$ cat src/rtl/prc_pkg.sv
// Register map, field positions and reset values of the rail control bank
package prc_pkg;
  localparam int ADDR_W = 8;
  localparam int DATA_W = 8;
  localparam logic [7:0] RAIL_ENABLE_CTRL_OFS = 8'h0F;
  localparam logic [7:0] SLEEP_CTRL_OFS = 8'h10;
  localparam logic [7:0] BUCK_SWITCHING_MODE_CTRL_OFS = 8'h11;
  localparam logic [7:0] OUTPUT_DISCHARGE_CTRL_OFS = 8'h12;
  localparam logic [7:0] POWER_LEVEL_CTRL_OFS = 8'h13;
  // Writable bit masks; other positions read zero
  localparam logic [7:0] RAIL_ENABLE_MASK = 8'hDE;
  localparam logic [7:0] SLEEP_MASK = 8'hBD;
  localparam logic [7:0] SWITCHING_MASK = 8'hF0;
  localparam logic [7:0] DISCHARGE_MASK = 8'hFC;
  localparam logic [7:0] POWER_LEVEL_MASK = 8'hBC;
  // Reset values
  localparam logic [7:0] RAIL_ENABLE_RST = 8'h00;
  localparam logic [7:0] SLEEP_RST = 8'h1C;
  localparam logic [7:0] SWITCHING_RST = 8'h00;
  localparam logic [7:0] DISCHARGE_RST = 8'hF8;
  localparam logic [7:0] POWER_LEVEL_RST = 8'h00;
  // Field positions
  localparam int LOAD_SWITCH_ENABLE_BIT = 7;
  localparam int BUCK1_ENABLE_BIT = 6;
  localparam int BUCK2_ENABLE_BIT = 4;
  localparam int BUCK3_ENABLE_BIT = 3;
  localparam int BUCK4_ENABLE_BIT = 2;
  localparam int LINEAR_REG_ENABLE_BIT = 1;
  localparam int SLEEP_REQ_BIT = 0;
  localparam int LINEAR_REG_DISCHARGE_BIT = 3;
  localparam int LOAD_SWITCH_DISCHARGE_BIT = 2;
  localparam int LINEAR_REG_LOW_POWER_BIT = 2;
  localparam int LINEAR_REG_KEEP_ON_BIT = 2;
  localparam int BUCK1_KEEP_ON_BIT = 7;
  localparam int BUCK2_KEEP_ON_BIT = 5;
  localparam int BUCK3_KEEP_ON_BIT = 4;
  localparam int BUCK4_KEEP_ON_BIT = 3;
  localparam int BUCK1_LOW_POWER_BIT = 7;
  localparam int BUCK2_LOW_POWER_BIT = 5;
  localparam int BUCK3_LOW_POWER_BIT = 4;
  localparam int BUCK4_LOW_POWER_BIT = 3;
  localparam int BUCK1_FORCED_SWITCHING_BIT = 7;
  localparam int BUCK2_FORCED_SWITCHING_BIT = 6;
  localparam int BUCK3_FORCED_SWITCHING_BIT = 5;
  localparam int BUCK4_FORCED_SWITCHING_BIT = 4;
  localparam int BUCK1_DISCHARGE_BIT = 7;
  localparam int BUCK2_DISCHARGE_BIT = 6;
  localparam int BUCK3_DISCHARGE_BIT = 5;
  localparam int BUCK4_DISCHARGE_BIT = 4;
endpackage : prc_pkg

$ cat src/rtl/prc_power_rail_control_regs.sv
// Rail control register bank with sleep-aware rail outputs
//
// Contract
// Enable bit 7 switches the load switch on, reset off.
// Enable bits 6,4,3,2 enable bucks 1..4, each reset to 0.
// Enable bit 1 switches the linear regulator on, reset off.
// Sleep bit 0 requests sleep at 1 and wake at 0, reset awake.
// Sleep bit 7 keeps buck 1 alive in low power during sleep, reset 0.
// Sleep bit 5 keeps buck 2 alive in low power during sleep, reset 0.
// Sleep bit 4 keeps buck 3 alive in low power during sleep, reset 1.
// Sleep bit 3 keeps buck 4 alive in low power during sleep, reset 1.
// Sleep bit 2 keeps the linear regulator alive in sleep, reset 1.
// Mode bits 7..4 force PWM on bucks 1..4 outside low power, reset 0.
// Discharge bits 7..4 discharge disabled bucks 1..4, reset 1.
// Discharge bit 3 discharges the disabled linear regulator, reset 1.
// Discharge bit 2 discharges the disabled load switch, reset 0.
// Level bits 7,5,4,3 put bucks 1..4 in low power, reset 0.
// Level bit 2 puts the linear regulator in low power, reset 0.
// Undefined bits read zero and ignore writes.
// Rails follow enable and level; sleep drops unkept bucks and linear regulator, lowers kept ones, leaves the load switch.
`timescale 1ns/1ps
`default_nettype none
module prc_power_rail_control_regs #(
  parameter int NUM_BUCKS = 4
) (
  // Clock and reset
  input wire logic i_clk_sys,
  input wire logic i_nrst,
  // Register port from the serial control interface
  input wire logic i_reg_wr,
  input wire logic i_reg_rd,
  input wire logic [7:0] i_reg_addr,
  input wire logic [7:0] i_reg_wdata,
  output logic [7:0] o_reg_rdata,
  output logic o_reg_hit,
  // Buck controls, index 0 is buck 1
  output logic [3:0] o_buck_on,
  output logic [3:0] o_buck_low_power,
  output logic [3:0] o_buck_forced_switching,
  output logic [3:0] o_buck_discharge,
  // Linear regulator controls
  output logic o_linear_reg_on,
  output logic o_linear_reg_low_power,
  output logic o_linear_reg_discharge,
  // Load switch controls
  output logic o_load_switch_on,
  output logic o_load_switch_discharge,
  // Sleep state
  output logic o_sleep_active
);

  if (NUM_BUCKS != 4) begin : g_chk
    $error("prc_power_rail_control_regs: four bucks only");
  end

  logic [7:0] rail_enable_ctrl_ff;
  logic [7:0] sleep_ctrl_ff;
  logic [7:0] buck_switching_mode_ctrl_ff;
  logic [7:0] output_discharge_ctrl_ff;
  logic [7:0] power_level_ctrl_ff;
  logic [7:0] nxt_rdata;
  logic nxt_hit;

  // Bit positions of per-buck fields
  localparam int EN_POS [4] = '{prc_pkg::BUCK1_ENABLE_BIT,
    prc_pkg::BUCK2_ENABLE_BIT, prc_pkg::BUCK3_ENABLE_BIT,
    prc_pkg::BUCK4_ENABLE_BIT};
  localparam int ALIVE_POS [4] = '{prc_pkg::BUCK1_KEEP_ON_BIT,
    prc_pkg::BUCK2_KEEP_ON_BIT, prc_pkg::BUCK3_KEEP_ON_BIT,
    prc_pkg::BUCK4_KEEP_ON_BIT};
  localparam int LP_POS [4] = '{prc_pkg::BUCK1_LOW_POWER_BIT,
    prc_pkg::BUCK2_LOW_POWER_BIT, prc_pkg::BUCK3_LOW_POWER_BIT,
    prc_pkg::BUCK4_LOW_POWER_BIT};
  localparam int FS_POS [4] = '{prc_pkg::BUCK1_FORCED_SWITCHING_BIT,
    prc_pkg::BUCK2_FORCED_SWITCHING_BIT, prc_pkg::BUCK3_FORCED_SWITCHING_BIT,
    prc_pkg::BUCK4_FORCED_SWITCHING_BIT};
  localparam int DIS_POS [4] = '{prc_pkg::BUCK1_DISCHARGE_BIT,
    prc_pkg::BUCK2_DISCHARGE_BIT, prc_pkg::BUCK3_DISCHARGE_BIT,
    prc_pkg::BUCK4_DISCHARGE_BIT};

  always_ff @(posedge i_clk_sys or negedge i_nrst) begin
    if (!i_nrst) begin
      rail_enable_ctrl_ff <= prc_pkg::RAIL_ENABLE_RST;
    end else if (i_reg_wr && i_reg_addr == prc_pkg::RAIL_ENABLE_CTRL_OFS) begin
      rail_enable_ctrl_ff <= i_reg_wdata & prc_pkg::RAIL_ENABLE_MASK;
    end
  end

  always_ff @(posedge i_clk_sys or negedge i_nrst) begin
    if (!i_nrst) begin
      sleep_ctrl_ff <= prc_pkg::SLEEP_RST;
    end else if (i_reg_wr && i_reg_addr == prc_pkg::SLEEP_CTRL_OFS) begin
      sleep_ctrl_ff <= i_reg_wdata & prc_pkg::SLEEP_MASK;
    end
  end

  always_ff @(posedge i_clk_sys or negedge i_nrst) begin
    if (!i_nrst) begin
      buck_switching_mode_ctrl_ff <= prc_pkg::SWITCHING_RST;
    end else if (i_reg_wr &&
                 i_reg_addr == prc_pkg::BUCK_SWITCHING_MODE_CTRL_OFS) begin
      buck_switching_mode_ctrl_ff <= i_reg_wdata & prc_pkg::SWITCHING_MASK;
    end
  end

  always_ff @(posedge i_clk_sys or negedge i_nrst) begin
    if (!i_nrst) begin
      output_discharge_ctrl_ff <= prc_pkg::DISCHARGE_RST;
    end else if (i_reg_wr &&
                 i_reg_addr == prc_pkg::OUTPUT_DISCHARGE_CTRL_OFS) begin
      output_discharge_ctrl_ff <= i_reg_wdata & prc_pkg::DISCHARGE_MASK;
    end
  end

  always_ff @(posedge i_clk_sys or negedge i_nrst) begin
    if (!i_nrst) begin
      power_level_ctrl_ff <= prc_pkg::POWER_LEVEL_RST;
    end else if (i_reg_wr && i_reg_addr == prc_pkg::POWER_LEVEL_CTRL_OFS) begin
      power_level_ctrl_ff <= i_reg_wdata & prc_pkg::POWER_LEVEL_MASK;
    end
  end

  // Read decode; unmapped addresses answer zero with no hit
  always_comb begin
    nxt_rdata = 8'h00;
    nxt_hit = 1'b1;
    if (i_reg_addr == prc_pkg::RAIL_ENABLE_CTRL_OFS) begin
      nxt_rdata = rail_enable_ctrl_ff;
    end else if (i_reg_addr == prc_pkg::SLEEP_CTRL_OFS) begin
      nxt_rdata = sleep_ctrl_ff;
    end else if (i_reg_addr == prc_pkg::BUCK_SWITCHING_MODE_CTRL_OFS) begin
      nxt_rdata = buck_switching_mode_ctrl_ff;
    end else if (i_reg_addr == prc_pkg::OUTPUT_DISCHARGE_CTRL_OFS) begin
      nxt_rdata = output_discharge_ctrl_ff;
    end else if (i_reg_addr == prc_pkg::POWER_LEVEL_CTRL_OFS) begin
      nxt_rdata = power_level_ctrl_ff;
    end else begin
      nxt_hit = 1'b0;
    end
  end

  // Read data registered so it is stable for the serial shifter
  always_ff @(posedge i_clk_sys or negedge i_nrst) begin
    if (!i_nrst) begin
      o_reg_rdata <= 8'h00;
    end else if (i_reg_rd) begin
      o_reg_rdata <= nxt_rdata;
    end
  end

  always_ff @(posedge i_clk_sys or negedge i_nrst) begin
    if (!i_nrst) begin
      o_reg_hit <= 1'b0;
    end else if (i_reg_rd || i_reg_wr) begin
      o_reg_hit <= nxt_hit;
    end
  end

  logic sleep_req;
  assign sleep_req = sleep_ctrl_ff[prc_pkg::SLEEP_REQ_BIT];
  assign o_sleep_active = sleep_req;

  // Rail outputs are decoded from registers only, one cycle after a write
  for (genvar b = 0; b < NUM_BUCKS; b++) begin : g_buck
    logic en;
    logic alive;
    logic lp;
    assign en = rail_enable_ctrl_ff[EN_POS[b]];
    assign alive = sleep_ctrl_ff[ALIVE_POS[b]];
    assign lp = power_level_ctrl_ff[LP_POS[b]];
    // Sleep drops rails not kept alive, kept ones go low power
    assign o_buck_on[b] = en && (!sleep_req || alive);
    assign o_buck_low_power[b] = o_buck_on[b] && (lp || sleep_req);
    // Forced switching only means something outside low power
    assign o_buck_forced_switching[b] = o_buck_on[b] && !o_buck_low_power[b]
      && buck_switching_mode_ctrl_ff[FS_POS[b]];
    assign o_buck_discharge[b] = !o_buck_on[b]
      && output_discharge_ctrl_ff[DIS_POS[b]];
  end

  logic lr_alive;
  assign lr_alive = sleep_ctrl_ff[prc_pkg::LINEAR_REG_KEEP_ON_BIT];
  assign o_linear_reg_on = rail_enable_ctrl_ff[prc_pkg::LINEAR_REG_ENABLE_BIT]
    && (!sleep_req || lr_alive);
  assign o_linear_reg_low_power = o_linear_reg_on && (sleep_req ||
    power_level_ctrl_ff[prc_pkg::LINEAR_REG_LOW_POWER_BIT]);
  assign o_linear_reg_discharge = !o_linear_reg_on &&
    output_discharge_ctrl_ff[prc_pkg::LINEAR_REG_DISCHARGE_BIT];
  // Load switch has no keep-alive bit, so sleep leaves it alone
  assign o_load_switch_on =
    rail_enable_ctrl_ff[prc_pkg::LOAD_SWITCH_ENABLE_BIT];
  assign o_load_switch_discharge = !o_load_switch_on &&
    output_discharge_ctrl_ff[prc_pkg::LOAD_SWITCH_DISCHARGE_BIT];

  AST_LOAD_SWITCH_WRITE: assert property (@(posedge i_clk_sys)
    disable iff (!i_nrst)
    i_reg_wr && i_reg_addr == prc_pkg::RAIL_ENABLE_CTRL_OFS
    |=> o_load_switch_on == $past(i_reg_wdata[7]))
    else $error("load switch did not follow write");
  AST_BUCK1_ENABLE: assert property (@(posedge i_clk_sys)
    disable iff (!i_nrst)
    !sleep_req && rail_enable_ctrl_ff[6] |-> o_buck_on[0])
    else $error("buck 1 off while enabled and awake");
  AST_LDO_OFF: assert property (@(posedge i_clk_sys)
    disable iff (!i_nrst)
    !rail_enable_ctrl_ff[1] |-> !o_linear_reg_on)
    else $error("linear regulator on while disabled");
  AST_SLEEP_WRITE: assert property (@(posedge i_clk_sys)
    disable iff (!i_nrst)
    i_reg_wr && i_reg_addr == prc_pkg::SLEEP_CTRL_OFS
    |=> o_sleep_active == $past(i_reg_wdata[0]))
    else $error("sleep state did not follow write");
  AST_SLEEP_DROPS_B1: assert property (@(posedge i_clk_sys)
    disable iff (!i_nrst)
    sleep_req && !sleep_ctrl_ff[7] |-> !o_buck_on[0])
    else $error("buck 1 on in sleep without keep-alive");
  AST_SLEEP_LP: assert property (@(posedge i_clk_sys)
    disable iff (!i_nrst)
    sleep_req && o_buck_on[3] |-> o_buck_low_power[3]
      && !o_buck_forced_switching[3])
    else $error("buck 4 not low power in sleep");
  AST_DISCHARGE_B2: assert property (@(posedge i_clk_sys)
    disable iff (!i_nrst)
    !o_buck_on[1] && output_discharge_ctrl_ff[6] |-> o_buck_discharge[1])
    else $error("buck 2 discharge missing");
  AST_LOAD_SWITCH_DISCHARGE: assert property (@(posedge i_clk_sys)
    disable iff (!i_nrst)
    o_load_switch_on |-> !o_load_switch_discharge)
    else $error("load switch discharged while on");
  AST_RESERVED_ZERO: assert property (@(posedge i_clk_sys)
    disable iff (!i_nrst)
    i_reg_rd && i_reg_addr == prc_pkg::RAIL_ENABLE_CTRL_OFS
    |=> (o_reg_rdata & ~prc_pkg::RAIL_ENABLE_MASK) == 8'h00)
    else $error("reserved bits read non-zero");
  AST_LP_LEVEL: assert property (@(posedge i_clk_sys)
    disable iff (!i_nrst)
    o_buck_on[2] && power_level_ctrl_ff[4] |-> o_buck_low_power[2])
    else $error("buck 3 not low power when selected");

  // Unkept rails must really drop, kept ones must stay up in low power
  AST_BUCK2_DROPS: assert property (@(posedge i_clk_sys)
    disable iff (!i_nrst)
    sleep_req && !sleep_ctrl_ff[prc_pkg::BUCK2_KEEP_ON_BIT]
    |-> !o_buck_on[1])
    else $error("buck 2 on in sleep without keep-alive");
  AST_BUCK3_KEPT: assert property (@(posedge i_clk_sys)
    disable iff (!i_nrst)
    sleep_req && sleep_ctrl_ff[prc_pkg::BUCK3_KEEP_ON_BIT]
      && rail_enable_ctrl_ff[prc_pkg::BUCK3_ENABLE_BIT]
    |-> o_buck_on[2] && o_buck_low_power[2])
    else $error("buck 3 not kept in low power during sleep");
  AST_BUCK4_KEPT: assert property (@(posedge i_clk_sys)
    disable iff (!i_nrst)
    sleep_req && sleep_ctrl_ff[prc_pkg::BUCK4_KEEP_ON_BIT]
      && rail_enable_ctrl_ff[prc_pkg::BUCK4_ENABLE_BIT]
    |-> o_buck_on[3] && o_buck_low_power[3])
    else $error("buck 4 not kept in low power during sleep");
  AST_LINEAR_REG_DROPS: assert property (@(posedge i_clk_sys)
    disable iff (!i_nrst)
    sleep_req && !sleep_ctrl_ff[prc_pkg::LINEAR_REG_KEEP_ON_BIT]
    |-> !o_linear_reg_on)
    else $error("linear regulator on in sleep without keep-alive");
  AST_FORCED_SWITCHING: assert property (@(posedge i_clk_sys)
    disable iff (!i_nrst)
    !sleep_req && o_buck_on[1]
      && !power_level_ctrl_ff[prc_pkg::BUCK2_LOW_POWER_BIT]
      && buck_switching_mode_ctrl_ff[prc_pkg::BUCK2_FORCED_SWITCHING_BIT]
    |-> o_buck_forced_switching[1])
    else $error("buck 2 forced switching missing");
  AST_BUCK1_NO_DISCHARGE: assert property (@(posedge i_clk_sys)
    disable iff (!i_nrst)
    o_buck_on[0] |-> !o_buck_discharge[0])
    else $error("buck 1 discharged while on");
  AST_LINEAR_REG_DISCHARGE: assert property (@(posedge i_clk_sys)
    disable iff (!i_nrst)
    !o_linear_reg_on
      && output_discharge_ctrl_ff[prc_pkg::LINEAR_REG_DISCHARGE_BIT]
    |-> o_linear_reg_discharge)
    else $error("linear regulator discharge missing");
  AST_LINEAR_REG_LOW_POWER: assert property (@(posedge i_clk_sys)
    disable iff (!i_nrst)
    o_linear_reg_on
      && power_level_ctrl_ff[prc_pkg::LINEAR_REG_LOW_POWER_BIT]
    |-> o_linear_reg_low_power)
    else $error("linear regulator not low power when selected");
  // Range test kept apart from the read decode so a decode slip shows
  AST_UNMAPPED_READ: assert property (@(posedge i_clk_sys)
    disable iff (!i_nrst)
    i_reg_rd && (i_reg_addr < prc_pkg::RAIL_ENABLE_CTRL_OFS
      || i_reg_addr > prc_pkg::POWER_LEVEL_CTRL_OFS)
    |=> o_reg_rdata == 8'h00 && !o_reg_hit)
    else $error("unmapped read not empty");
  AST_UNMAPPED_WRITE: assert property (@(posedge i_clk_sys)
    disable iff (!i_nrst)
    i_reg_wr && (i_reg_addr < prc_pkg::RAIL_ENABLE_CTRL_OFS
      || i_reg_addr > prc_pkg::POWER_LEVEL_CTRL_OFS)
    |=> $stable(rail_enable_ctrl_ff) && $stable(sleep_ctrl_ff)
      && $stable(buck_switching_mode_ctrl_ff)
      && $stable(output_discharge_ctrl_ff) && $stable(power_level_ctrl_ff))
    else $error("unmapped write changed a register");

  COV_SLEEP_ENTRY: cover property (@(posedge i_clk_sys)
    disable iff (!i_nrst) $rose(o_sleep_active));
  COV_KEPT_ALIVE: cover property (@(posedge i_clk_sys)
    disable iff (!i_nrst) sleep_req && o_buck_on[2]);
  COV_FORCED_PWM: cover property (@(posedge i_clk_sys)
    disable iff (!i_nrst) o_buck_forced_switching[0]);
  COV_SLEEP_EXIT: cover property (@(posedge i_clk_sys)
    disable iff (!i_nrst) $fell(o_sleep_active));
  COV_UNMAPPED: cover property (@(posedge i_clk_sys)
    disable iff (!i_nrst) i_reg_rd && !nxt_hit);

endmodule : prc_power_rail_control_regs
`default_nettype wire

$ cat config.mk
export PLATFORM = sky130hd
export DESIGN_NAME = prc_power_rail_control_regs
export DESIGN_NICKNAME = d
export VERILOG_FILES = /design/src/rtl/prc_pkg.sv /design/src/rtl/prc_power_rail_control_regs.sv
export SDC_FILE = /design/constraint.sdc
export NUM_CORES = 1
export LEC_CHECK = 0
export ABC_AREA = 1
export BUFFER_PORTS_ARGS = -buffer_cell sky130_fd_sc_hd__buf_2
export CORE_ASPECT_RATIO = 0.7
export CORE_UTILIZATION = 25
export DETAILED_ROUTE_END_ITERATION = 8
export HOLD_SLACK_MARGIN = 0.08
export REMOVE_ABC_BUFFERS = 1
export SETUP_SLACK_MARGIN = 0.1
export SLEW_MARGIN = 40
export SYNTH_ARGS = -nofsm -noshare
export SYNTH_HDL_FRONTEND = slang
export SYNTH_SLANG_ARGS = --single-unit
$ cat constraint.sdc
create_clock -name i_clk_sys -period 1.4 [get_ports i_clk_sys]
set_clock_uncertainty 0.1 [all_clocks]
set_input_delay 0.28 -clock i_clk_sys [delete_from_list [all_inputs] [get_ports i_clk_sys]]
set_output_delay 0.28 -clock i_clk_sys [all_outputs]
set_load 0.02 [all_outputs]
-- Word-level counts from Yosys, hierarchy flattened
Index checks and enable logic that the tools add are counted.
- register bits after elaboration: 36
- output and inout bits: 31
- logic and storage cells: 73
- eq/ne operators: 5
- multiplexer cells: 10
- reduce and logical (&&, ||, !) cells: 51
- operators by type and width (cell ; number):
    $mux W8 ; 5
    $eq A8 B5 Y1 const B ; 4
    $logic_and A1 B1 Y1 ; 29
    $logic_not A1 Y1 ; 11
    $logic_or A1 B1 Y1 ; 11
    $eq A8 B4 Y1 const B ; 1
    $mux W1 ; 5

-- Longest topological paths before layout
- depth after elaboration: 7
- gate-level depth with buffers: 10
- gate-level depth less buffers: 9

-- Worst setup path after synthesis
No wires, ideal clock.
- path type: register -> output
- start point: reg sleep_ctrl_ff[0]
- end point: out o_buck_forced_switching[1]
- data arrival time: 1.532 ns
- path slack: -0.512 ns
- stages on the path, launching flop included: 5
- path through: dfrtp_1 > buf_2 > inv_1 > o21ai_0 > nor4_1
- word-level cells in the longest chain between the ends: 7
- elaborated cells on any way between the ends: 8
- classes of those cells: 8 x reduce/logical
- RTL lines (what ; RTL line ; source):
    from (decl) ; prc_power_rail_control_regs.sv:57 ; logic [7:0] sleep_ctrl_ff;
    from (signal assigned) ; prc_power_rail_control_regs.sv:91 ; sleep_ctrl_ff <= prc_pkg::SLEEP_RST;
    from (signal assigned) ; prc_power_rail_control_regs.sv:93 ; sleep_ctrl_ff <= i_reg_wdata & prc_pkg::SLEEP_MASK;
    $logic_not A1 Y1 ; prc_power_rail_control_regs.sv:172 ; assign o_buck_on[b] = en && (!sleep_req || alive);
    $logic_or A1 B1 Y1 ; prc_power_rail_control_regs.sv:172 ;
    $logic_and A1 B1 Y1 ; prc_power_rail_control_regs.sv:172 ;
    $logic_and A1 B1 Y1 ; prc_power_rail_control_regs.sv:173 ; assign o_buck_low_power[b] = o_buck_on[b] && (lp || sleep_req);
    $logic_not A1 Y1 ; prc_power_rail_control_regs.sv:175 ; assign o_buck_forced_switching[b] = o_buck_on[b] && !o_buck_low_power[b]
    $logic_and A1 B1 Y1 * ; prc_power_rail_control_regs.sv:175 ;
    $logic_and A1 B1 Y1 * ; prc_power_rail_control_regs.sv:176 ; && buck_switching_mode_ctrl_ff[FS_POS[b]];
    to (decl) ; prc_power_rail_control_regs.sv:39 ; output logic [3:0] o_buck_forced_switching,
Every way passes the cells marked *; elsewhere a longest branch is shown, timed or not.

-- Worst setup path in the final report
- start point: reg sleep_ctrl_ff[0]
- end point: out o_buck_discharge[3]
- word-level cells in the longest chain between the ends: 5
- RTL lines (what ; RTL line ; source):
    $logic_not A1 Y1 ; prc_power_rail_control_regs.sv:172 ;
    $logic_or A1 B1 Y1 ; prc_power_rail_control_regs.sv:172 ;
    $logic_and A1 B1 Y1 ; prc_power_rail_control_regs.sv:172 ;
    $logic_not A1 Y1 ; prc_power_rail_control_regs.sv:177 ; assign o_buck_discharge[b] = !o_buck_on[b]
    $logic_and A1 B1 Y1 ; prc_power_rail_control_regs.sv:178 ; && output_discharge_ctrl_ff[DIS_POS[b]];
    to (decl) ; prc_power_rail_control_regs.sv:40 ; output logic [3:0] o_buck_discharge,
No other way between the ends.

==> impl_results.md <==
- Status: finished, violations left
- Failing checks: setup timing
- Ant. Diodes: 0
- GP Congestion: 0.849
- Hold_ws: 127 ps
- Final worst slack: -321 ps
- First-pass GRT wire length: 9560 microns
- Synth Register Bits: 36
- Synthesis warning total: 0
- H-tree depth: 2
- Fin crit period: 1720 ps
- Number of global-route vias before repair: 1932
- Hold Vio Cnt, Final: 0
- Yosys cell types: 27
- Worst setup SP type: flip-flop
- Die area: 8390 sq um
- Least-Margin Pin Slew: 389 ps
- Syn Inst Count: 266
- Crit path from: sleep_ctrl_ff[0]$_DFFE_PN0P_
- Slew Limit Fails: 0
- Post-Synth Adder-Cell Area: 0
- WP data arrival: 1340 ps
- Drt via density: 4.50
- Hold Path Class: input port to flip-flop
- Initial antenna violation count: 0
- Vias: 2043
- Largest family of logic cells by synthesized area: simple AND/OR/NAND/NOR gates
- Commonest non-fill, non-tap cell in the layout: nand2_1
- Ys async rst share: 1.00
- Maximum fanout along the worst path: 6
- Fmax: 581 MHz
- CP Capture Type: output pin
- Area growth syn-to-layout: 54.3%
- XOR/XNOR Fraction of Synth Area: 0
- First-pass detailed-route iteration total: 4
- Pre-CTS setup slack: -215 ps
- Most frequent cells in the layout: 67 x nand2_1, 33 x buf_4, 32 x inv_1
- Met3 usage: 0.0281
- PD cells: 877 nW/um^2
- Overflow left after global routing: 0
- WL final: 6280 microns
- Sequential fraction of the synthesis area: 0.454
- Synth Area in Compound Gates: 0.104
- Clk sinks: 36
- Max-Cap Viols: 0
- Initial core utilization: 0.267
- Finished Layout Cells: 454
- Max IR drop VDD: 0.000487 V
- Final number of setup-violating endpoints: 20
- TritonCTS buffer count: 5
- Placed Area: 2580 sq um
- Critical Path RT: 1020 ps
- CORE AREA: 7510 sq um
- RSZ-0062 raised after global routing: true
- Netlist Area Pre-Place: 2000 sq um
- Num ports: 51
- Predominant post-synthesis flop cell: dfrtp_1
- Avg Cell Area, Syn: 7.54 sq um
- Remaining DRCs: 0
- GR met2 Demand/Resource: 0.226
- Clock slew at the register clock pins of the worst setup and hold paths: 60 ps
- Final ANT Viol Nets: 0
- Die width: 109 microns
- Drt first-iter violations: 171
- Total track usage: 0.150
- DR WL/cell: 13.8 microns
- Die height: 76.9 microns
- Post-Synth Simple-Gate Area: 0.351
- Mux cell area share after synthesis: 0
- Clock latency at the later pin of the worst-skew pair: 270 ps
- CTS tree: yes
- Largest net degree at the start of global routing: 37
- Most used routing layer: met2
- Tcrit/Tclk final: 1.23
- Lkg Pwr: 1.58 nW
- Slew margin rel.: 0.741
- Clock Path Buffers: 2
- Critical path class: flip-flop to output pin
- RR Startpoint: output_discharge_ctrl_ff[2]$_DFFE_PN0P_
- HPWL Detailed: 4660 microns
- Design area: 3090 sq um
- Cells after DPL: 435
- Total Nets Final: 375
- Hold Crit Start: i_reg_wdata[1]
- Clock Tree Root: clkbuf_16
- Post-synth EDFFs: 0
- Layout cells sized above 1: 0.410
- Met1 Track Usage GR: 0.219
- Placement Rows: 26
- Total power: 0.00271 W
- IO Port Bufs: 50
==> final cells by class <==
type                            instances  area [sq um]
Sequential cell                        36           911
Inverter                               40           160
Tap cell                               98           123
Fill cell                             767          4420
Clock buffer                            8           146
Multi-Input combinational cell        186          1060
Timing Repair Buffer                   86           694
==> critical path, cell delays in order, from the launching register on <==
cell	delay (ps)
dfrtp_1	390
inv_4	80
buf_6	120
o21ai_4	180
inv_2	70
nor2_2	90
buf_6	120
==> final timing paths <==
| path | to | slack, ps | depth (start not counted) |
|---|---|---|---|
| max in group asynchronous | output_discharge_ctrl_ff[6]$_DFFE_PN1P_ | 550 | 3 |
| min in group asynchronous | output_discharge_ctrl_ff[2]$_DFFE_PN0P_ | 390 | 3 |
| worst min register to register | o_reg_rdata[1]$_DFFE_PN0P_ | 370 | 2 |
| worst min-delay path | rail_enable_ctrl_ff[1]$_DFFE_PN0P_ | 130 | 3 |
| worst max register to register | o_reg_rdata[2]$_DFFE_PN0P_ | 220 | 8 |
| worst max-delay path | o_buck_discharge[3] | -320 | 6 |
==> logic make-up (layout without fill, tap and decap cells) <==
kind of cell / count (synthesis) / after routing
and+or+nand+nor: 146 / 147
buffers and inverters: 45 / 134
AOI/OAI and AO/OA: 39 / 39
DFF: 36 / 36
==> per-layer routing <==
metal / part of all wire / wire length (microns)
met2: 0.44 / 2790
met4: 0.0033 / 21
met3: 0.056 / 354
met5: 0 / 0
met1: 0.50 / 3120
==> cell usage after synthesis (3+ instances only) <==
master	number	share of area
a21oi_1	4	0.010
dfrtp_1	28	0.35
dfstp_2	8	0.10
inv_1	40	0.075
nand2_1	70	0.13
nand2_2	4	0.012
nand3_1	18	0.045
nor2_1	35	0.066
nor2_2	4	0.012
nor2_4	3	0.017
nor4_1	4	0.012
o21ai_0	17	0.042
o21ai_1	13	0.032
==> registers in the layout (all words and copies together) (netlist names) <==
name and cells:
power_level_ctrl_ff 5, buck_switching_mode_ctrl_ff 4, rail_enable_ctrl_ff 6, sleep_ctrl_ff 6, output_discharge_ctrl_ff 6, o_reg_rdata 8
o_reg_hit 1
==> report_power, final <==
group          switching, W  total (W)  internal (W)
registers         0.0000531    0.00116       0.00110
logic              0.000254   0.000438      0.000184
clock network      0.000409    0.00112      0.000710
total              0.000716    0.00271       0.00200
==> metrics by stage <==
stage,TNS [ps],utilization
4_1_cts,-5220,0.385
5_1_grt,-5900,0.412
6_report,-4740,0.412
3_5_place_dp,-4750,0.343
2_1_floorplan,-5650,-
3_3_place_gp,-3240,0.343
==> what timing repair did <==
item	in CTS	in global routing
hold buffers	1	0
setup buffers	7	2
cloned	0	1
gates resized for setup	36	48
pin swaps	6	12
endpoints found under the hold margin	28	0
endpoints found under the setup margin	21	40
Note: power is estimated with default switching activity, not from simulation.
